## src/include/ppcb_pkg.sv

```systemverilog
// package of constants for the port pin configuration bank
package ppcb_pkg;
    // ----------------------------------------------------------------
    // sizes
    // ----------------------------------------------------------------
    localparam int unsigned NREG = 8;         // registers in the bank
    localparam int unsigned NSLOT = 7;        // ports 0,1,3,4,6,7,8
    localparam int unsigned NPIN = 56;        // eight pins per slot
    // ----------------------------------------------------------------
    // slot numbers of the ports on the flat pin vectors
    // ----------------------------------------------------------------
    localparam int unsigned SLOT_P0 = 0;
    localparam int unsigned SLOT_P1 = 1;
    localparam int unsigned SLOT_P3 = 2;
    localparam int unsigned SLOT_P4 = 3;
    localparam int unsigned SLOT_P6 = 4;
    localparam int unsigned SLOT_P7 = 5;
    localparam int unsigned SLOT_P8 = 6;
    // ----------------------------------------------------------------
    // register indices, byte address is four times the index
    // ----------------------------------------------------------------
    localparam logic [9:0] REG_IDX [NREG] = '{
        10'h18F, 10'h1E0, 10'h1E1, 10'h1E2,
        10'h1F0, 10'h1F2, 10'h1F3, 10'h1F4};
    localparam int unsigned R_MISC = 0;       // pin_function_misc
    localparam int unsigned R_PULLUP_CONTROL_0 = 1;       // pullup_control_0
    localparam int unsigned R_PULLUP_CONTROL_1 = 2;       // pullup_control_1
    localparam int unsigned R_PULLUP_CONTROL_2 = 3;       // pullup_control_2
    localparam int unsigned R_P1DRV = 4;      // port1_drive_strength
    localparam int unsigned R_DRV0 = 5;       // drive_strength_0
    localparam int unsigned R_DRV1 = 6;       // drive_strength_1
    localparam int unsigned R_DRV2 = 7;       // drive_strength_2
    // implemented bits; all others read zero and drop writes
    localparam logic [7:0] REG_MASK [NREG] = '{
        8'hF8, 8'hCF, 8'hA2, 8'h01, 8'hFF, 8'hC3, 8'hA2, 8'h01};
    localparam logic [7:0] REG_RESET = 8'h00;
    // ----------------------------------------------------------------
    // fields of pin_function_misc
    // ----------------------------------------------------------------
    localparam int unsigned POS_READBACK_SEL = 3;
    localparam int unsigned POS_RATE_DOUBLE = 4;
    localparam int unsigned POS_RATE_HALF = 5;
    localparam int unsigned POS_SDA_DELAY_LO = 6;
    // ----------------------------------------------------------------
    // group bit positions in pull-up and drive registers
    // ----------------------------------------------------------------
    localparam int unsigned GRP_P0_LOW = 0;
    localparam int unsigned GRP_P0_HIGH = 1;
    localparam int unsigned GRP_P1_LOW = 2;
    localparam int unsigned GRP_P1_HIGH = 3;
    localparam int unsigned GRP_P3_LOW = 6;
    localparam int unsigned GRP_P3_HIGH = 7;
    localparam int unsigned GRP_P4 = 1;
    localparam int unsigned GRP_P6 = 5;
    localparam int unsigned GRP_P7 = 7;
    localparam int unsigned GRP_P8 = 0;
    // ----------------------------------------------------------------
    // sda delay in peripheral clock cycles per code
    // ----------------------------------------------------------------
    localparam int unsigned SDA_DLY_CYC0 = 3;
    localparam int unsigned SDA_DLY_CYC1 = 11;
    localparam int unsigned SDA_DLY_CYC2 = 19;
    localparam logic SDA_IDLE = 1'b1;         // released bus level
endpackage

```

## src/rtl/ppcb_sync.sv

```systemverilog
// two-flop synchroniser for pin inputs
`timescale 1ns/100ps
`default_nettype none
module ppcb_sync #(
    parameter int unsigned W = 1              // vector width
) (
    input  wire logic         clk,            // system clock
    input  wire logic         rst,            // sync reset, high
    input  wire logic         ce,             // clock enable
    input  wire logic [W-1:0] d,              // asynchronous input
    output logic      [W-1:0] q               // synchronised output
);
    // ----------------------------------------------------------------
    // stages
    // ----------------------------------------------------------------
    logic [W-1:0] meta_q;                     // first stage, read by q only

    // first stage samples the pins
    always_ff @(posedge clk) begin
        if (rst) begin
            meta_q <= '0;
        end else if (ce) begin
            meta_q <= d;
        end
    end

    // second stage is the only reader of the first
    always_ff @(posedge clk) begin
        if (rst) begin
            q <= '0;
        end else if (ce) begin
            q <= meta_q;
        end
    end
endmodule
`default_nettype wire

```

## src/rtl/ppcb_sda_delay.sv

```systemverilog
// selectable digital delay line for the sda input
`timescale 1ns/100ps
`default_nettype none
module ppcb_sda_delay
    import ppcb_pkg::*;
(
    input  wire logic       clk,              // peripheral clock
    input  wire logic       rst,              // sync reset, high
    input  wire logic       ce,               // clock enable
    input  wire logic [1:0] delaySel,         // delay code
    input  wire logic       sdaIn,            // synchronised sda
    output logic            sdaOut            // delayed sda, registered
);
    // ----------------------------------------------------------------
    // shift line, the output flop adds the last cycle
    // ----------------------------------------------------------------
    logic [SDA_DLY_CYC2-2:0] line_q;          // taps of the line

    // shift every enabled cycle, idle level after reset
    always_ff @(posedge clk) begin
        if (rst) begin
            line_q <= {(SDA_DLY_CYC2-1){SDA_IDLE}};
        end else if (ce) begin
            line_q <= {line_q[SDA_DLY_CYC2-3:0], sdaIn};
        end
    end

    always_ff @(posedge clk) begin
        if (rst) begin
            sdaOut <= SDA_IDLE;
        end else if (ce) begin
            unique case (delaySel)
                2'b01:   sdaOut <= line_q[SDA_DLY_CYC1-2];
                2'b10:   sdaOut <= line_q[SDA_DLY_CYC2-2];
                // forbidden code falls back to the shortest delay
                default: sdaOut <= line_q[SDA_DLY_CYC0-2];
            endcase
        end
    end

    // ----------------------------------------------------------------
    // checks
    // ----------------------------------------------------------------
    logic [2:0] ceRun_q;                      // helper: recent enables

    always_ff @(posedge clk) begin
        ceRun_q <= rst ? 3'h0 : {ceRun_q[1:0], ce};
    end
endmodule
`default_nettype wire

```

## src/rtl/ppcb_top.sv

```systemverilog
// port pin configuration bank with apb register slave
//
// Register access over APB was decided locally.
`timescale 1ns/100ps
`default_nettype none
module ppcb_top
    import ppcb_pkg::*;
(
    input  wire logic        clk,             // system clock, 100 MHz
    input  wire logic        rst,             // sync reset, high
    input  wire logic        ce,              // clock enable
    input  wire logic        psel,            // apb select
    input  wire logic        penable,         // apb enable
    input  wire logic        pwrite,          // apb direction
    input  wire logic [11:0] paddr,           // apb byte address
    input  wire logic [31:0] pwdata,          // apb write data
    input  wire logic [3:0]  pstrb,           // apb byte strobes
    output logic      [31:0] prdata,          // apb read data
    output logic             pready,          // apb ready
    output logic             pslverr,         // apb error
    input  wire logic [55:0] pinIn,           // pin levels, asynchronous
    input  wire logic [55:0] portDir,         // direction, 1 = output
    input  wire logic [55:0] portLatch,       // output latch values
    input  wire logic        sdaIn,           // sda pin level
    output logic      [55:0] portRead,        // port read value
    output logic      [55:0] pullupEn,        // pull-up on per pin
    output logic      [55:0] driveHigh,       // high drive per pin
    output logic             i2cRateDouble,   // i2c rate doubled
    output logic             i2cRateHalf,     // i2c rate halved
    output logic             sdaDelayed       // delayed sda
);
    // ----------------------------------------------------------------
    // decode helpers
    // ----------------------------------------------------------------

    // register slot from byte address; slot 8 flags an unmapped word
    function automatic logic [3:0] regDecode(input logic [11:0] a);
        logic [3:0] r;
        r = 4'h8;
        for (int k = 0; k < NREG; k++) begin
            if (a == {REG_IDX[k], 2'b00}) begin
                r = 4'(k);
            end
        end
        return r;
    endfunction

    // group select bit of a pin, shared by pull-up and drive maps
    function automatic logic groupSel(
        input int unsigned s,
        input int unsigned b,
        input logic [7:0] r0,
        input logic [7:0] r1,
        input logic [7:0] r2
    );
        logic g;
        g = 1'b0;
        unique case (s)
            SLOT_P0: begin
                if (b <= 3) begin
                    g = r0[GRP_P0_LOW];
                end else if (b == 4 || b == 7) begin
                    g = r0[GRP_P0_HIGH];
                end
            end
            SLOT_P1: begin
                g = (b <= 3) ? r0[GRP_P1_LOW] : r0[GRP_P1_HIGH];
            end
            SLOT_P3: begin
                if (b == 0 || b == 3) begin
                    g = r0[GRP_P3_LOW];
                end else if (b == 4 || b == 5 || b == 7) begin
                    g = r0[GRP_P3_HIGH];
                end
            end
            SLOT_P4: g = (b >= 5) ? r1[GRP_P4] : 1'b0;
            SLOT_P6: g = (b >= 5) ? r1[GRP_P6] : 1'b0;
            SLOT_P7: g = (b >= 6) ? r1[GRP_P7] : 1'b0;
            SLOT_P8: g = (b >= 1 && b <= 3) ? r2[GRP_P8] : 1'b0;
            default: g = 1'b0;
        endcase
        return g;
    endfunction

    // ----------------------------------------------------------------
    // register state
    // ----------------------------------------------------------------
    logic [7:0]  regFile_q [NREG];            // the eight registers
    logic [3:0]  setupSlot;                   // slot during setup
    logic [3:0]  accSlot;                     // slot during access
    logic        setupPhase;                  // apb setup cycle
    logic        wrTake;                      // write commits now
    logic [55:0] pinSync;                     // synchronised pins
    logic        sdaSync;                     // synchronised sda
    logic [55:0] pullD;                       // next pull-up vector
    logic [55:0] driveD;                      // next drive vector
    logic        readbackSel;                 // readback select bit
    logic        rateDbl;                     // double-rate bit
    logic        rateHalf;                    // half-rate bit
    logic [1:0]  sdaDelaySel;                 // sda delay code

    assign setupPhase = psel & ~penable;
    assign setupSlot  = regDecode(paddr);
    assign accSlot    = regDecode(paddr);
    // commit only at the edge where the master sees pready
    assign wrTake = psel & penable & pwrite & pready & ~accSlot[3] & pstrb[0];

    assign readbackSel = regFile_q[R_MISC][POS_READBACK_SEL];
    assign rateDbl     = regFile_q[R_MISC][POS_RATE_DOUBLE];
    assign rateHalf    = regFile_q[R_MISC][POS_RATE_HALF];
    assign sdaDelaySel = regFile_q[R_MISC][POS_SDA_DELAY_LO +: 2];

    // ----------------------------------------------------------------
    // apb slave
    // ----------------------------------------------------------------

    // ready goes up for the access cycle after every setup
    always_ff @(posedge clk) begin
        if (rst) begin
            pready <= 1'b0;
        end else if (ce) begin
            pready <= setupPhase;
        end
    end

    // unmapped addresses answer with an error, no state change
    always_ff @(posedge clk) begin
        if (rst) begin
            pslverr <= 1'b0;
        end else if (ce) begin
            pslverr <= setupPhase & setupSlot[3];
        end
    end

    // upper bits and unassigned bits read zero
    always_ff @(posedge clk) begin
        if (rst) begin
            prdata <= '0;
        end else if (ce && setupPhase) begin
            prdata <= setupSlot[3] ? 32'h0000_0000
                                   : {24'h00_0000, regFile_q[setupSlot[2:0]]};
        end
    end

    // writes land only on implemented bits
    always_ff @(posedge clk) begin
        if (rst) begin
            for (int k = 0; k < NREG; k++) begin
                regFile_q[k] <= REG_RESET;
            end
        end else if (ce && wrTake) begin
            regFile_q[accSlot[2:0]] <= pwdata[7:0] & REG_MASK[accSlot[2:0]];
        end
    end

    // ----------------------------------------------------------------
    // pin input synchronisation
    // ----------------------------------------------------------------
    // pins and sda share one synchroniser so they stay aligned
    ppcb_sync #(
        .W (NPIN + 1)
    ) u_sync (
        .clk (clk),
        .rst (rst),
        .ce  (ce),
        .d   ({sdaIn, pinIn}),
        .q   ({sdaSync, pinSync})
    );

    // ----------------------------------------------------------------
    // port readback
    // ----------------------------------------------------------------

    // one select bit steers every slot
    // select set reads pins for all
    always_ff @(posedge clk) begin
        if (rst) begin
            portRead <= '0;
        end else if (ce) begin
            if (readbackSel) begin
                portRead <= pinSync;
            end else begin
                portRead <= (portDir & portLatch) | (~portDir & pinSync);
            end
        end
    end

    // ----------------------------------------------------------------
    // i2c rate modifiers
    // ----------------------------------------------------------------

    // double rate, dropped if half also set
    always_ff @(posedge clk) begin
        if (rst) begin
            i2cRateDouble <= 1'b0;
        end else if (ce) begin
            i2cRateDouble <= rateDbl & ~rateHalf;
        end
    end

    // half rate; both set falls back to nominal
    always_ff @(posedge clk) begin
        if (rst) begin
            i2cRateHalf <= 1'b0;
        end else if (ce) begin
            i2cRateHalf <= rateHalf & ~rateDbl;
        end
    end

    // ----------------------------------------------------------------
    // sda delay line
    // ----------------------------------------------------------------
    // delay code from the misc register
    ppcb_sda_delay u_sdaDelay (
        .clk      (clk),
        .rst      (rst),
        .ce       (ce),
        .delaySel (sdaDelaySel),
        .sdaIn    (sdaSync),
        .sdaOut   (sdaDelayed)
    );

    // ----------------------------------------------------------------
    // pull-up and drive maps
    // ----------------------------------------------------------------

    // group maps of the pull-up and drive registers
    always_comb begin
        pullD  = '0;
        driveD = '0;
        for (int s = 0; s < NSLOT; s++) begin
            for (int b = 0; b < 8; b++) begin
                pullD[s*8+b] = groupSel(s, b, regFile_q[R_PULLUP_CONTROL_0],
                    regFile_q[R_PULLUP_CONTROL_1], regFile_q[R_PULLUP_CONTROL_2]);
                driveD[s*8+b] = groupSel(s, b, regFile_q[R_DRV0],
                    regFile_q[R_DRV1], regFile_q[R_DRV2]);
            end
        end
        // port 1 has one drive bit per pin
        driveD[SLOT_P1*8 +: 8] = regFile_q[R_P1DRV];
    end

    // pull-up only where direction is input
    always_ff @(posedge clk) begin
        if (rst) begin
            pullupEn <= '0;
        end else if (ce) begin
            pullupEn <= pullD & ~portDir;
        end
    end

    // drive only where direction is output
    always_ff @(posedge clk) begin
        if (rst) begin
            driveHigh <= '0;
        end else if (ce) begin
            driveHigh <= driveD & portDir;
        end
    end

    // ----------------------------------------------------------------
    // checks
    // ----------------------------------------------------------------
    logic pastOk_q;                           // helper: last edge live

    always_ff @(posedge clk) begin
        pastOk_q <= ~rst & ce;
    end
endmodule
`default_nettype wire

```

## config.mk

```make
export PLATFORM = sky130hd
export DESIGN_NAME = ppcb_top
export DESIGN_NICKNAME = d
export VERILOG_FILES = /design/src/include/ppcb_pkg.sv /design/src/rtl/ppcb_sync.sv /design/src/rtl/ppcb_sda_delay.sv /design/src/rtl/ppcb_top.sv
export SDC_FILE = /design/constraint.sdc
export NUM_CORES = 1
export LEC_CHECK = 0
export ABC_AREA = 1
export BUFFER_PORTS_ARGS = -buffer_cell sky130_fd_sc_hd__buf_4
export CELL_PAD_IN_SITES_DETAIL_PLACEMENT = 0
export CELL_PAD_IN_SITES_GLOBAL_PLACEMENT = 1
export CORE_UTILIZATION = 40
export CTS_BUF_LIST = sky130_fd_sc_hd__clkbuf_4
export DETAILED_ROUTE_END_ITERATION = 8
export MAX_ROUTING_LAYER = met4
export PLACE_DENSITY = 0.85
export SYNTH_ARGS = -nofsm -noshare
export SYNTH_HDL_FRONTEND = slang
export SYNTH_SLANG_ARGS = --single-unit
export TNS_END_PERCENT = 20
```

## constraint.sdc

```tcl
create_clock -name clk -period 3.6 [get_ports clk]
set_input_delay 0.18 -clock clk [delete_from_list [all_inputs] [get_ports clk]]
set_output_delay 0.18 -clock clk [all_outputs]
set_load 0.03 [all_outputs]
```

# == Yosys cells after proc, flatten, opt, wreduce, memory -nomap -nowiden ==
# Memory sizes are Yosys's and may differ from the RTL's.
# Cells that the tools add are included.
# word_totals
ff_bits,337
ram_bits,64
rom_bits,64
in_bits,223
output_inout_bits,205
wordCells,70
memories,2
# classes
n_lt_le_gt_ge,1
eq_ne,10
muxes,21
bitwise,21
reduce_logical,3
# mem_list
name,depth,word_bits,rd,rd_ports_with_merged_regs,wr,line,source
(name not given),8,8,1,0,0,ppcb_top.sv:152,regFile_q[accSlot[2:0]] <= pwdata[7:0] & REG_MASK[accSlot[2:0]];
regFile_q,8,8,9,0,8,ppcb_top.sv:88,logic [7:0] regFile_q [NREG];
# ops
operator,count
AND 52 x 56 -> 56 bit,2
AND 56 bit,2
== test 12 x 11 -> 1 bit (second input constant),8
2-to-1 mux 56 bit,1
NOT 56 bit,1
bitwise OR 56 bit,1
2-to-1 mux 4 bit,8
2-to-1 mux 8 bit,4
AND 1 bit,9
AND 8 bit,1
OR reduction 8 bit,1
2-to-1 mux 1 bit,6
>= comparator 4 bit (second input constant),1
NOT 1 bit,4
NOT 3 -> 4 bit,1
2-to-1 mux 3 bit,1
== test 2 x 1 -> 1 bit (second input constant),1
== test 2 bit (second input constant),1
logical AND 1 bit,2
one-hot mux 1 bit (2 select lines),1

# == Logic depth before layout (Yosys ltp) ==
# Gate-level depths: netlist of the first run.
# depth
depth_word,18
ltp_mapped,14
depth_no_buf,14

# == Cells and area by module ==
# Synthesis of the first run repeated with hierarchy kept, for this count alone.
# unflattened
hier_cells,2004
hier_area_um2,14695.3
# by_module_without_submodules
module,n_inst,cells_per_inst,area_per_inst_um2,seq_area_each_um2
ppcb_top,1,1191,9315.2,4484.3
ppcb_sync,1,722,4659.5,2282.2
ppcb_sda_delay,1,91,720.7,380.4

# == Worst setup path after synthesis of the first run ==
# Ideal clock, no wire load.
# synth_timing
path_type,input to register
from,in paddr[0]
to,mem regFile_q[0][1] (data pin)
setup_ns,0.273
arrival_ns,1.755
required_ns,3.327
setup_slack_ns,1.572
stages,9
path_buffers,1
path_cell_list,inv_2 nand2_4 nor2_4 o21ai_2 nand3_4 buf_2 ha_1 o211ai_1 nor2_1
# synth_rtl
item,line,source
start: declaration,ppcb_top.sv:15,"input wire logic [11:0] paddr,"
end: declaration,ppcb_top.sv:88,

==> results.py, run 1 <==
metrics = {
    "logic_synthesis": {
        "synthAdderAreaFrac_pct": 0.549,
        "ys_seq_area_share_pct": 52.2,
        "netlist.top_cell.by_area": "dfxtp_1",
        "synth-compound-area-share_pct": 16.9,
        "cell_count_after_synthesis": 1718,
        "ys_top_cells_by_area": "dfxtp_1 (38%), edfxtp_1 (14%), a21oi_1 (8.6%)",
        "main_combinational_cell_family_by_area_after_synthesis": "simple AND/OR/NAND/NOR gates",
        "netlist_area_um2": 13700,
        "post_synth_and_or_nand_nor_area_fraction_pct": 20.3,
        "synthesis.area_per_instance_um2": 7.96,
        "yosys.cell_types.count": 33,
        "yosysTopAreaCellShare_pct": 38.2,
        "number_of_synthesis_warnings": 0,
        "synth_mux_area_share_pct": 0,
        "post_synth_xor_area_fraction_pct": 0,
        "yosys_register_bits": 325,
    },
    "sta": {
        "slew-limit-headroom_pct": 41.6,
        "final_max_slew_viol_count": 0,
        "tns_ps": 0,
        "hold_slack_final_ps": 95.2,
        "timing.clock.skew_ps": 31.2,
        "finalSetupViolCount": 0,
        "timing_worst_slew_pin_value_ps": 876,
        "max_freq_mhz": 368,
        "rsz0062_at_grt": "no",
        "post-route-min-period_ps": 2720,
        "fin_crit_sh_pct": 75.5,
        "timing.final.hold_violations": 0,
    },
    "place": {
        "dp_hpwl_um": 29400,
        "gp_routability_congestion": 0.937,
        "portBuffers": 324,
    },
    "setup_path": {
        "timing.critical_path.required_ps": 4210,
        "critPathLaunchType": "register",
        "rr_endpoint": "portRead[53]$_SDFFE_PP0P_",
        "critical_path.reg2reg.startpoint": "regFile_q[0][3]$_SDFFCE_PN0P_",
        "arrival_ps": 3330,
        "worst_reg_to_reg_cells": 7,
        "worstSetupPathType": "register to register",
        "setup_crit_end_kind": "register",
        "crit_path_max_fanout": 29,
        "ff2ff_setup_slack_ps": 880,
    },
    "run": {
        "maxCapViolCount": 0,
    },
    "clocking": {
        "worst_skew_pair.late_latency_ps": 700,
        "tritoncts.num_buffers": 85,
        "post_cts_resized": 0,
        "hold_buf_count_cts": 197,
        "clkSlewWorstSetupHoldPaths_ps": 60,
        "post_cts.repair.setup_buffers": 0,
        "tritoncts": "built",
        "cts.path.max_buffers": 3,
        "h-tree-depth": 3,
        "ctsRootBufferMaster": "clkbuf_4",
        "tritoncts_num_sinks": 325,
    },
    "power": {
        "power_frac_clock_pct": 38.6,
        "power_switching_uw": 2300,
        "power.share.combinational_pct": 14.5,
        "share_of_total_power_consumed_by_net_switching_pct": 27.0,
        "power.static_leakage_uw": 0.00842,
        "worst_ir_drop_vdd_mv": 0.191,
        "seq_power_share_pct": 46.9,
        "p_per_area_nw_per_um2": 442,
        "internal_power_contribution_uw": 6210,
    },
    "detailed_routing": {
        "detail_route.vias_per_cell": 4.90,
        "detailedRoute.firstIterationViolations": 1049,
        "final_ant_viol_nets": 0,
        "drtPass1Iterations": 5,
        "post-route-drc-count": 0,
        "num_vias": 13500,
        "detail_route.wl_per_cell_um": 16.2,
        "wirelength_um": 44700,
    },
    "outcome": {
        "outcome": "completed",
    },
    "layout": {
        "fill_cells": 3027,
        "mostFrequentLayoutCells": "buf_4 (330), nor2_1 (268), nand2_1 (262)",
        "nets": 2476,
        "area_growth_pct": 40.7,
        "area_occupied_by_registers_um2": 7150,
        "mostFrequentLayoutCell": "buf_4",
        "final_layout_size_suffix_gt1_share_pct": 22.6,
        "multi_input_area_um2": 5490,
    },
    "die": {
        "die_width_um": 187,
        "initial_utilization_pct": 40.7,
        "core.rowCount": 67,
        "die_ar_um2": 35000,
        "boundaryPins": 428,
        "chip_height_um": 187,
        "design.core.area_um2": 33600,
    },
    "worst_hold_path": {
        "class_of_the_tightest_hold_or_removal_check": "input port to register",
        "min_to": "driveHigh[16]$_SDFFE_PP0P_",
        "hold_depth": 3,
        "min_from": "ce",
    },
    "global_routing": {
        "globalRoute.totalOverflow": 0,
        "grt_first_pass_wirelength_um": 69800,
        "antenna_found_initial": 2,
        "grt_pass1_vias": 13200,
        "grt_start_max_net_pins": 155,
        "global_route.usage.total_pct": 26.0,
    },
}
synthesized netlist by cell type (all sizes together):
master and instances:
dfxtp 261, edfxtp 64, or2 4, o31ai 8, clkbuf 77, conb 1
ha 6, nand2 270, o21ai 201, nor2 277, inv 107, nor3 6
buf 98, clkinv 1, nand3b 4, a21oi 235, nand4 15, o211ai 4
nand3 79
critical path: stages, from the launching register on:
cell and delay, ps:
edfxtp_1 650, inv_2 590, buf_12 280, nand2_1 110
a21oi_1 160, o21ai_0 110, dlygate4sd3_1 580, a21oi_1 130
worst max-delay path by stage:
stage	start	end	slack (ps)	cells after the start
3_3_place_gp	paddr[11]	regFile_q[0][2]$_SDFFCE_PN0P_	1040	14
5_1_grt	regFile_q[0][3]$_SDFFCE_PN0P_	portRead[32]$_SDFFE_PP0P_	730	7
2_1_floorplan	paddr[0]	regFile_q[0][1]$_SDFFCE_PN0P_	1570	9
4_1_cts	regFile_q[0][3]$_SDFFCE_PN0P_	portRead[32]$_SDFFE_PP0P_	950	7
3_5_place_dp	paddr[11]	regFile_q[1][7]$_SDFFCE_PN0P_	1010	14
6_report	regFile_q[0][3]$_SDFFCE_PN0P_	portRead[53]$_SDFFE_PP0P_	880	7
sequential cells by signal (all words and copies together), names as in the netlist:
name / cells
i2cRateDouble: 1
u_sync.q: 57
pready: 1
u_sdaDelay.sdaOut: 1
regFile_q: 64
u_sync.meta_q: 57
i2cRateHalf: 1
driveHigh: 30
u_sdaDelay.line_q: 18
pullupEn: 30
prdata: 8
pslverr: 1
portRead: 56
area by class of cell:
cell class                      instances  area share [%]
Antenna cell                            2          0.0260
Clock buffer                          133            5.19
Clock inverter                         11           0.494
Inverter                              108            2.16
Multi-Input combinational cell       1195            28.5
Sequential cell                       325            37.1
Tap cell                              448            2.91
Timing Repair Buffer                  532            23.6
power groups by stage:
stage | sequential, uW | combinational (uW) | clock (uW)
4_1_cts | 3990 | 1220 | 3370
3_5_place_dp | 4070 | 1030 | 0
2_1_floorplan | 4170 | 557 | 0
3_3_place_gp | 4060 | 1020 | 0
5_1_grt | 4010 | 1330 | 3570
6_report | 3990 | 1230 | 3290
per-layer routing:
metal  track usage (%)  vias up  part of all wire (%)
met4              12.8        0                   4.2
met3              5.89      136                   7.2
li1                  -     6605                     -
met1              30.9     6210                    42
met2              41.3      543                    47
met5                 -        -                     0
metrics by stage:
step / util (%) / instances / worst slack [ps] / area [um^2] / total power (uW)
final: 57.3 / 2754 / 882 / 19300 / 8510
after global routing: 57.3 / 2754 / 725 / 19300 / 8920
after CTS: 57.3 / 2752 / 954 / 19300 / 8580
after floorplan: - / 1803 / 1570 / 14000 / 4730
after global placement: 48.1 / 2411 / 1040 / 16200 / 5080
after detailed placement: 48.1 / 2411 / 1010 / 16200 / 5100
cell families after synthesis:
group                    after synthesis
adder cells (fa/ha/maj)                6
AO/OA/AOI/OAI                        448
AND/OR/NAND/NOR                      655
flip-flops                           325
buffers and inverters                283
other                                  1
No activity file was read; power rests on OpenSTA's default activity.
==> run 2, diff against run 1 <==
--- a/config.mk
+++ b/config.mk
@@ -5,15 +5,15 @@
 export SDC_FILE = /design/constraint.sdc
 export NUM_CORES = 1
 export LEC_CHECK = 0
-export ABC_AREA = 1
+export ABC_AREA = 0
 export BUFFER_PORTS_ARGS = -buffer_cell sky130_fd_sc_hd__buf_4
 export CELL_PAD_IN_SITES_DETAIL_PLACEMENT = 0
 export CELL_PAD_IN_SITES_GLOBAL_PLACEMENT = 1
-export CORE_UTILIZATION = 40
+export CORE_UTILIZATION = 36
 export CTS_BUF_LIST = sky130_fd_sc_hd__clkbuf_4
 export DETAILED_ROUTE_END_ITERATION = 8
 export MAX_ROUTING_LAYER = met4
-export PLACE_DENSITY = 0.85
+export PLACE_DENSITY = 0.77
 export SYNTH_ARGS = -nofsm -noshare
 export SYNTH_HDL_FRONTEND = slang
 export SYNTH_SLANG_ARGS = --single-unit
==> constraint.sdc (replaced) <==
create_clock -name clk -period 2.35 [get_ports clk]
set_input_delay 0.1175 -clock clk [delete_from_list [all_inputs] [get_ports clk]]
set_output_delay 0.1175 -clock clk [all_outputs]
set_load 0.03 [all_outputs]
==> run 2 against run 1 <==
Net effect:
- critical endpoint is now regFile_q[5][6]$_SDFFCE_PN0P_
- sequential power grew 52%
- flip-flop and latch count unchanged
- clock-buffer cell count grew 12
- synthesized area grew 1.5%
- clock skew grew 18 ps
- largest power group unchanged
- cell count fell by 7.1%
- critical path depth up 1
- sequential share of layout area fell by 1.0 points
==> results.py, run 2 <==
metrics = {
    "outcome": {
        "outcome": "completed",
    },
    "setup_path": {
        "cpLargestDelayFamily": "simple AND/OR/NAND/NOR gates",
        "crit_path_max_fanout": 8,
        "ff2ff_setup_slack_ps": 230,
        "worst-path-buf-inv": 3,
        "cp_cell_sequence": "dlygate4sd3_1, buf_4, or3_1, nor3_4, inv_2, a211oi_2, nand2_1, nand2b_1",
        "worstSetupPathType": "input port to register",
        "worst_reg_to_reg_cells": 5,
        "critical_path.reg2reg.startpoint": "pready$_SDFFE_PP0P_",
        "setup_crit_end_kind": "register",
        "critPathLaunchType": "input port",
        "timing.critical_path.required_ps": 2690,
        "worst_path_max_stage_delay_ps": 550,
        "cpMaxStageDelayCell": "dlygate4sd3_1",
        "critical_path_depth": 8,
        "rr_endpoint": "regFile_q[1][4]$_SDFFCE_PN0P_",
        "arrival_ps": 2490,
    },
    "sta": {
        "fin_crit_sh_pct": 91.4,
        "post-route-min-period_ps": 2150,
        "hold_slack_final_ps": 35.2,
        "max_freq_mhz": 466,
        "tns_ps": 0,
        "timing.final.hold_violations": 0,
        "timing.clock.skew_ps": 49.4,
        "rsz0062_at_grt": "no",
        "timing_worst_slew_pin_value_ps": 955,
        "slew-limit-headroom_pct": 36.4,
        "final_max_slew_viol_count": 0,
        "finalSetupViolCount": 0,
    },
    "power": {
        "p_per_area_nw_per_um2": 661,
        "seq_power_share_pct": 46.5,
        "internal_power_contribution_uw": 9660,
        "power_frac_clock_pct": 39.3,
        "power_switching_uw": 3430,
        "share_of_total_power_consumed_by_net_switching_pct": 26.2,
        "power.static_leakage_uw": 0.00851,
        "power.share.combinational_pct": 14.2,
        "worst_ir_drop_vdd_mv": 0.413,
    },
    "layout": {
        "area_growth_pct": 42.5,
        "final_layout_size_suffix_gt1_share_pct": 27.1,
        "max_flop_register": "regFile_q",
        "final_core_utilization_pct": 52.3,
        "nets": 2210,
        "mostFrequentLayoutCell": "buf_4",
        "mostFrequentLayoutCells": "buf_4 (363), dfxtp_1 (261), nor2_1 (252)",
        "largest_registers": "regFile_q x64, u_sync.meta_q x57, u_sync.q x57",
        "largest_register_ff_count": 64,
        "design_area_um2": 19800,
    },
    "logic_synthesis": {
        "ys_top_cells_by_area": "dfxtp_1 (38%), edfxtp_1 (14%), mux2i_1 (12%)",
        "synthAdderAreaFrac_pct": 0.540,
        "synthesis.area_per_instance_um2": 9.78,
        "netlist_area_um2": 13900,
        "synth-edff-count": 64,
        "post-synth-top-count-cell": "dfxtp_1",
        "synth-compound-area-share_pct": 10.2,
        "netlist.top_cell.by_area": "dfxtp_1",
        "ys_seq_area_share_pct": 51.4,
        "post_synth_and_or_nand_nor_area_fraction_pct": 17.5,
        "main_combinational_cell_family_by_area_after_synthesis": "simple AND/OR/NAND/NOR gates",
        "yosys_register_bits": 325,
        "yosys.cell_types.count": 63,
        "number_of_synthesis_warnings": 0,
        "post_synth_xor_area_fraction_pct": 0.243,
        "yosysTopAreaCellShare_pct": 37.6,
        "synth_flop_cell": "dfxtp_1",
        "synth_async_sr_flop_share_pct": 0,
        "synth_mux_area_share_pct": 13.1,
        "cell_count_after_synthesis": 1420,
        "post_synth_most_frequent_cells": "dfxtp_1 (261), nor2_1 (252), mux2i_1 (171)",
    },
    "die": {
        "design.core.area_um2": 37800,
        "initial_utilization_pct": 36.7,
        "die_width_um": 198,
        "core.rowCount": 71,
        "boundaryPins": 428,
        "die_ar_um2": 39400,
        "chip_height_um": 198,
    },
    "detailed_routing": {
        "wirelength_um": 43600,
        "num_vias": 12200,
        "detailedRoute.firstIterationViolations": 490,
        "detail_route.wl_per_cell_um": 17.0,
        "post-route-drc-count": 0,
        "final_ant_viol_nets": 0,
        "drtPass1Iterations": 5,
        "detail_route.vias_per_cell": 4.79,
    },
    "clocking": {
        "clkSlewWorstSetupHoldPaths_ps": 60,
        "tritoncts": "built",
        "post_cts.repair.setup_buffers": 0,
        "tritoncts.num_buffers": 87,
        "ctsRootBufferMaster": "clkbuf_4",
        "tritoncts_num_sinks": 325,
        "h-tree-depth": 3,
        "worst_skew_pair.late_latency_ps": 710,
        "cts.path.max_buffers": 3,
    },
    "run": {
        "maxCapViolCount": 0,
    },
    "worst_hold_path": {
        "class_of_the_tightest_hold_or_removal_check": "input port to register",
        "min_from": "rst",
        "min_to": "pready$_SDFFE_PP0P_",
        "hold_depth": 3,
    },
    "global_routing": {
        "grt_pass1_vias": 11900,
        "globalRoute.totalOverflow": 0,
        "grt_first_pass_wirelength_um": 64400,
        "global_route.usage.total_pct": 21.9,
        "antenna_found_initial": 1,
        "grt_start_max_net_pins": 193,
    },
    "place": {
        "portBuffers": 324,
        "place_area_um2": 16800,
        "dp_hpwl_um": 29100,
        "gp_routability_congestion": 0.924,
    },
}
==> run 2: layer usage <==
layer | routed length, um | share of wire (%) | track usage [%]
met1 | 17600 | 40 | 24.9
met2 | 21600 | 50 | 36.9
met3 | 3220 | 7.4 | 5.80
met4 | 1120 | 2.6 | 8.38
met5 | 0 | 0 | -
==> run 2: kinds of logic after synthesis <==
group,count (synthesis)
other,1
adder cells (fa/ha/maj),6
multiplexers,180
XOR/XNOR,3
buffers and inverters,174
AND/OR/NAND/NOR,521
flip-flops,325
AO/OA/AOI/OAI,210
==> run 2: per-stage QoR <==
step | std cells | power (uW) | setup WS [ps]
floorplan | 1505 | 7230 | 33.9
global placement | 2219 | 7760 | 40.2
detailed placement | 2219 | 7790 | -5.67
CTS | 2557 | 13300 | 228
global route | 2558 | 13700 | 104
finish | 2559 | 13100 | 203
==> run 2: worst max path at each step <==
stage	to	from	slack (ps)
floorplan	regFile_q[7][5]$_SDFFCE_PN0P_	paddr[5]	30
global placement	regFile_q[1][5]$_SDFFCE_PN0P_	paddr[5]	40
detailed placement	regFile_q[5][4]$_SDFFCE_PN0P_	paddr[5]	-6
CTS	regFile_q[1][4]$_SDFFCE_PN0P_	pready$_SDFFE_PP0P_	230
global route	regFile_q[1][4]$_SDFFCE_PN0P_	pready$_SDFFE_PP0P_	100
finish	regFile_q[5][6]$_SDFFCE_PN0P_	paddr[1]	200
==> run 2: worst reg2reg max path: cells and delay by family, from the launching register on <==
| family | cells | cell delay [ps] |
|---|---|---|
| simple gates | 5 | 1410 |
| flops | 1 | 360 |
==> run 2: cell type report <==
class | count | area [um^2]
Multi-Input combinational cell | 1006 | 6100
Clock inverter | 9 | 61.3
Inverter | 5 | 18.8
Clock buffer | 145 | 1090
Timing Repair Buffer | 556 | 4740
Sequential cell | 325 | 7150
Fill cell | 3512 | 18000
Tap cell | 511 | 639
Antenna cell | 2 | 5.00
==> run 2: what timing repair did <==
item | in CTS | in global routing
endpoints found under the setup margin | 0 | 0
resized for setup | 0 | 0
hold buffers | 184 | 0
hold endpoints to repair | 236 | 0
==> run 2: power groups by stage <==
stage	combinational, uW	sequential, uW	clock, uW
6_report	1860	6080	5150
3_5_place_dp	1590	6200	0
5_1_grt	2000	6100	5610
3_3_place_gp	1570	6190	0
4_1_cts	1860	6080	5320
2_1_floorplan	900	6330	0
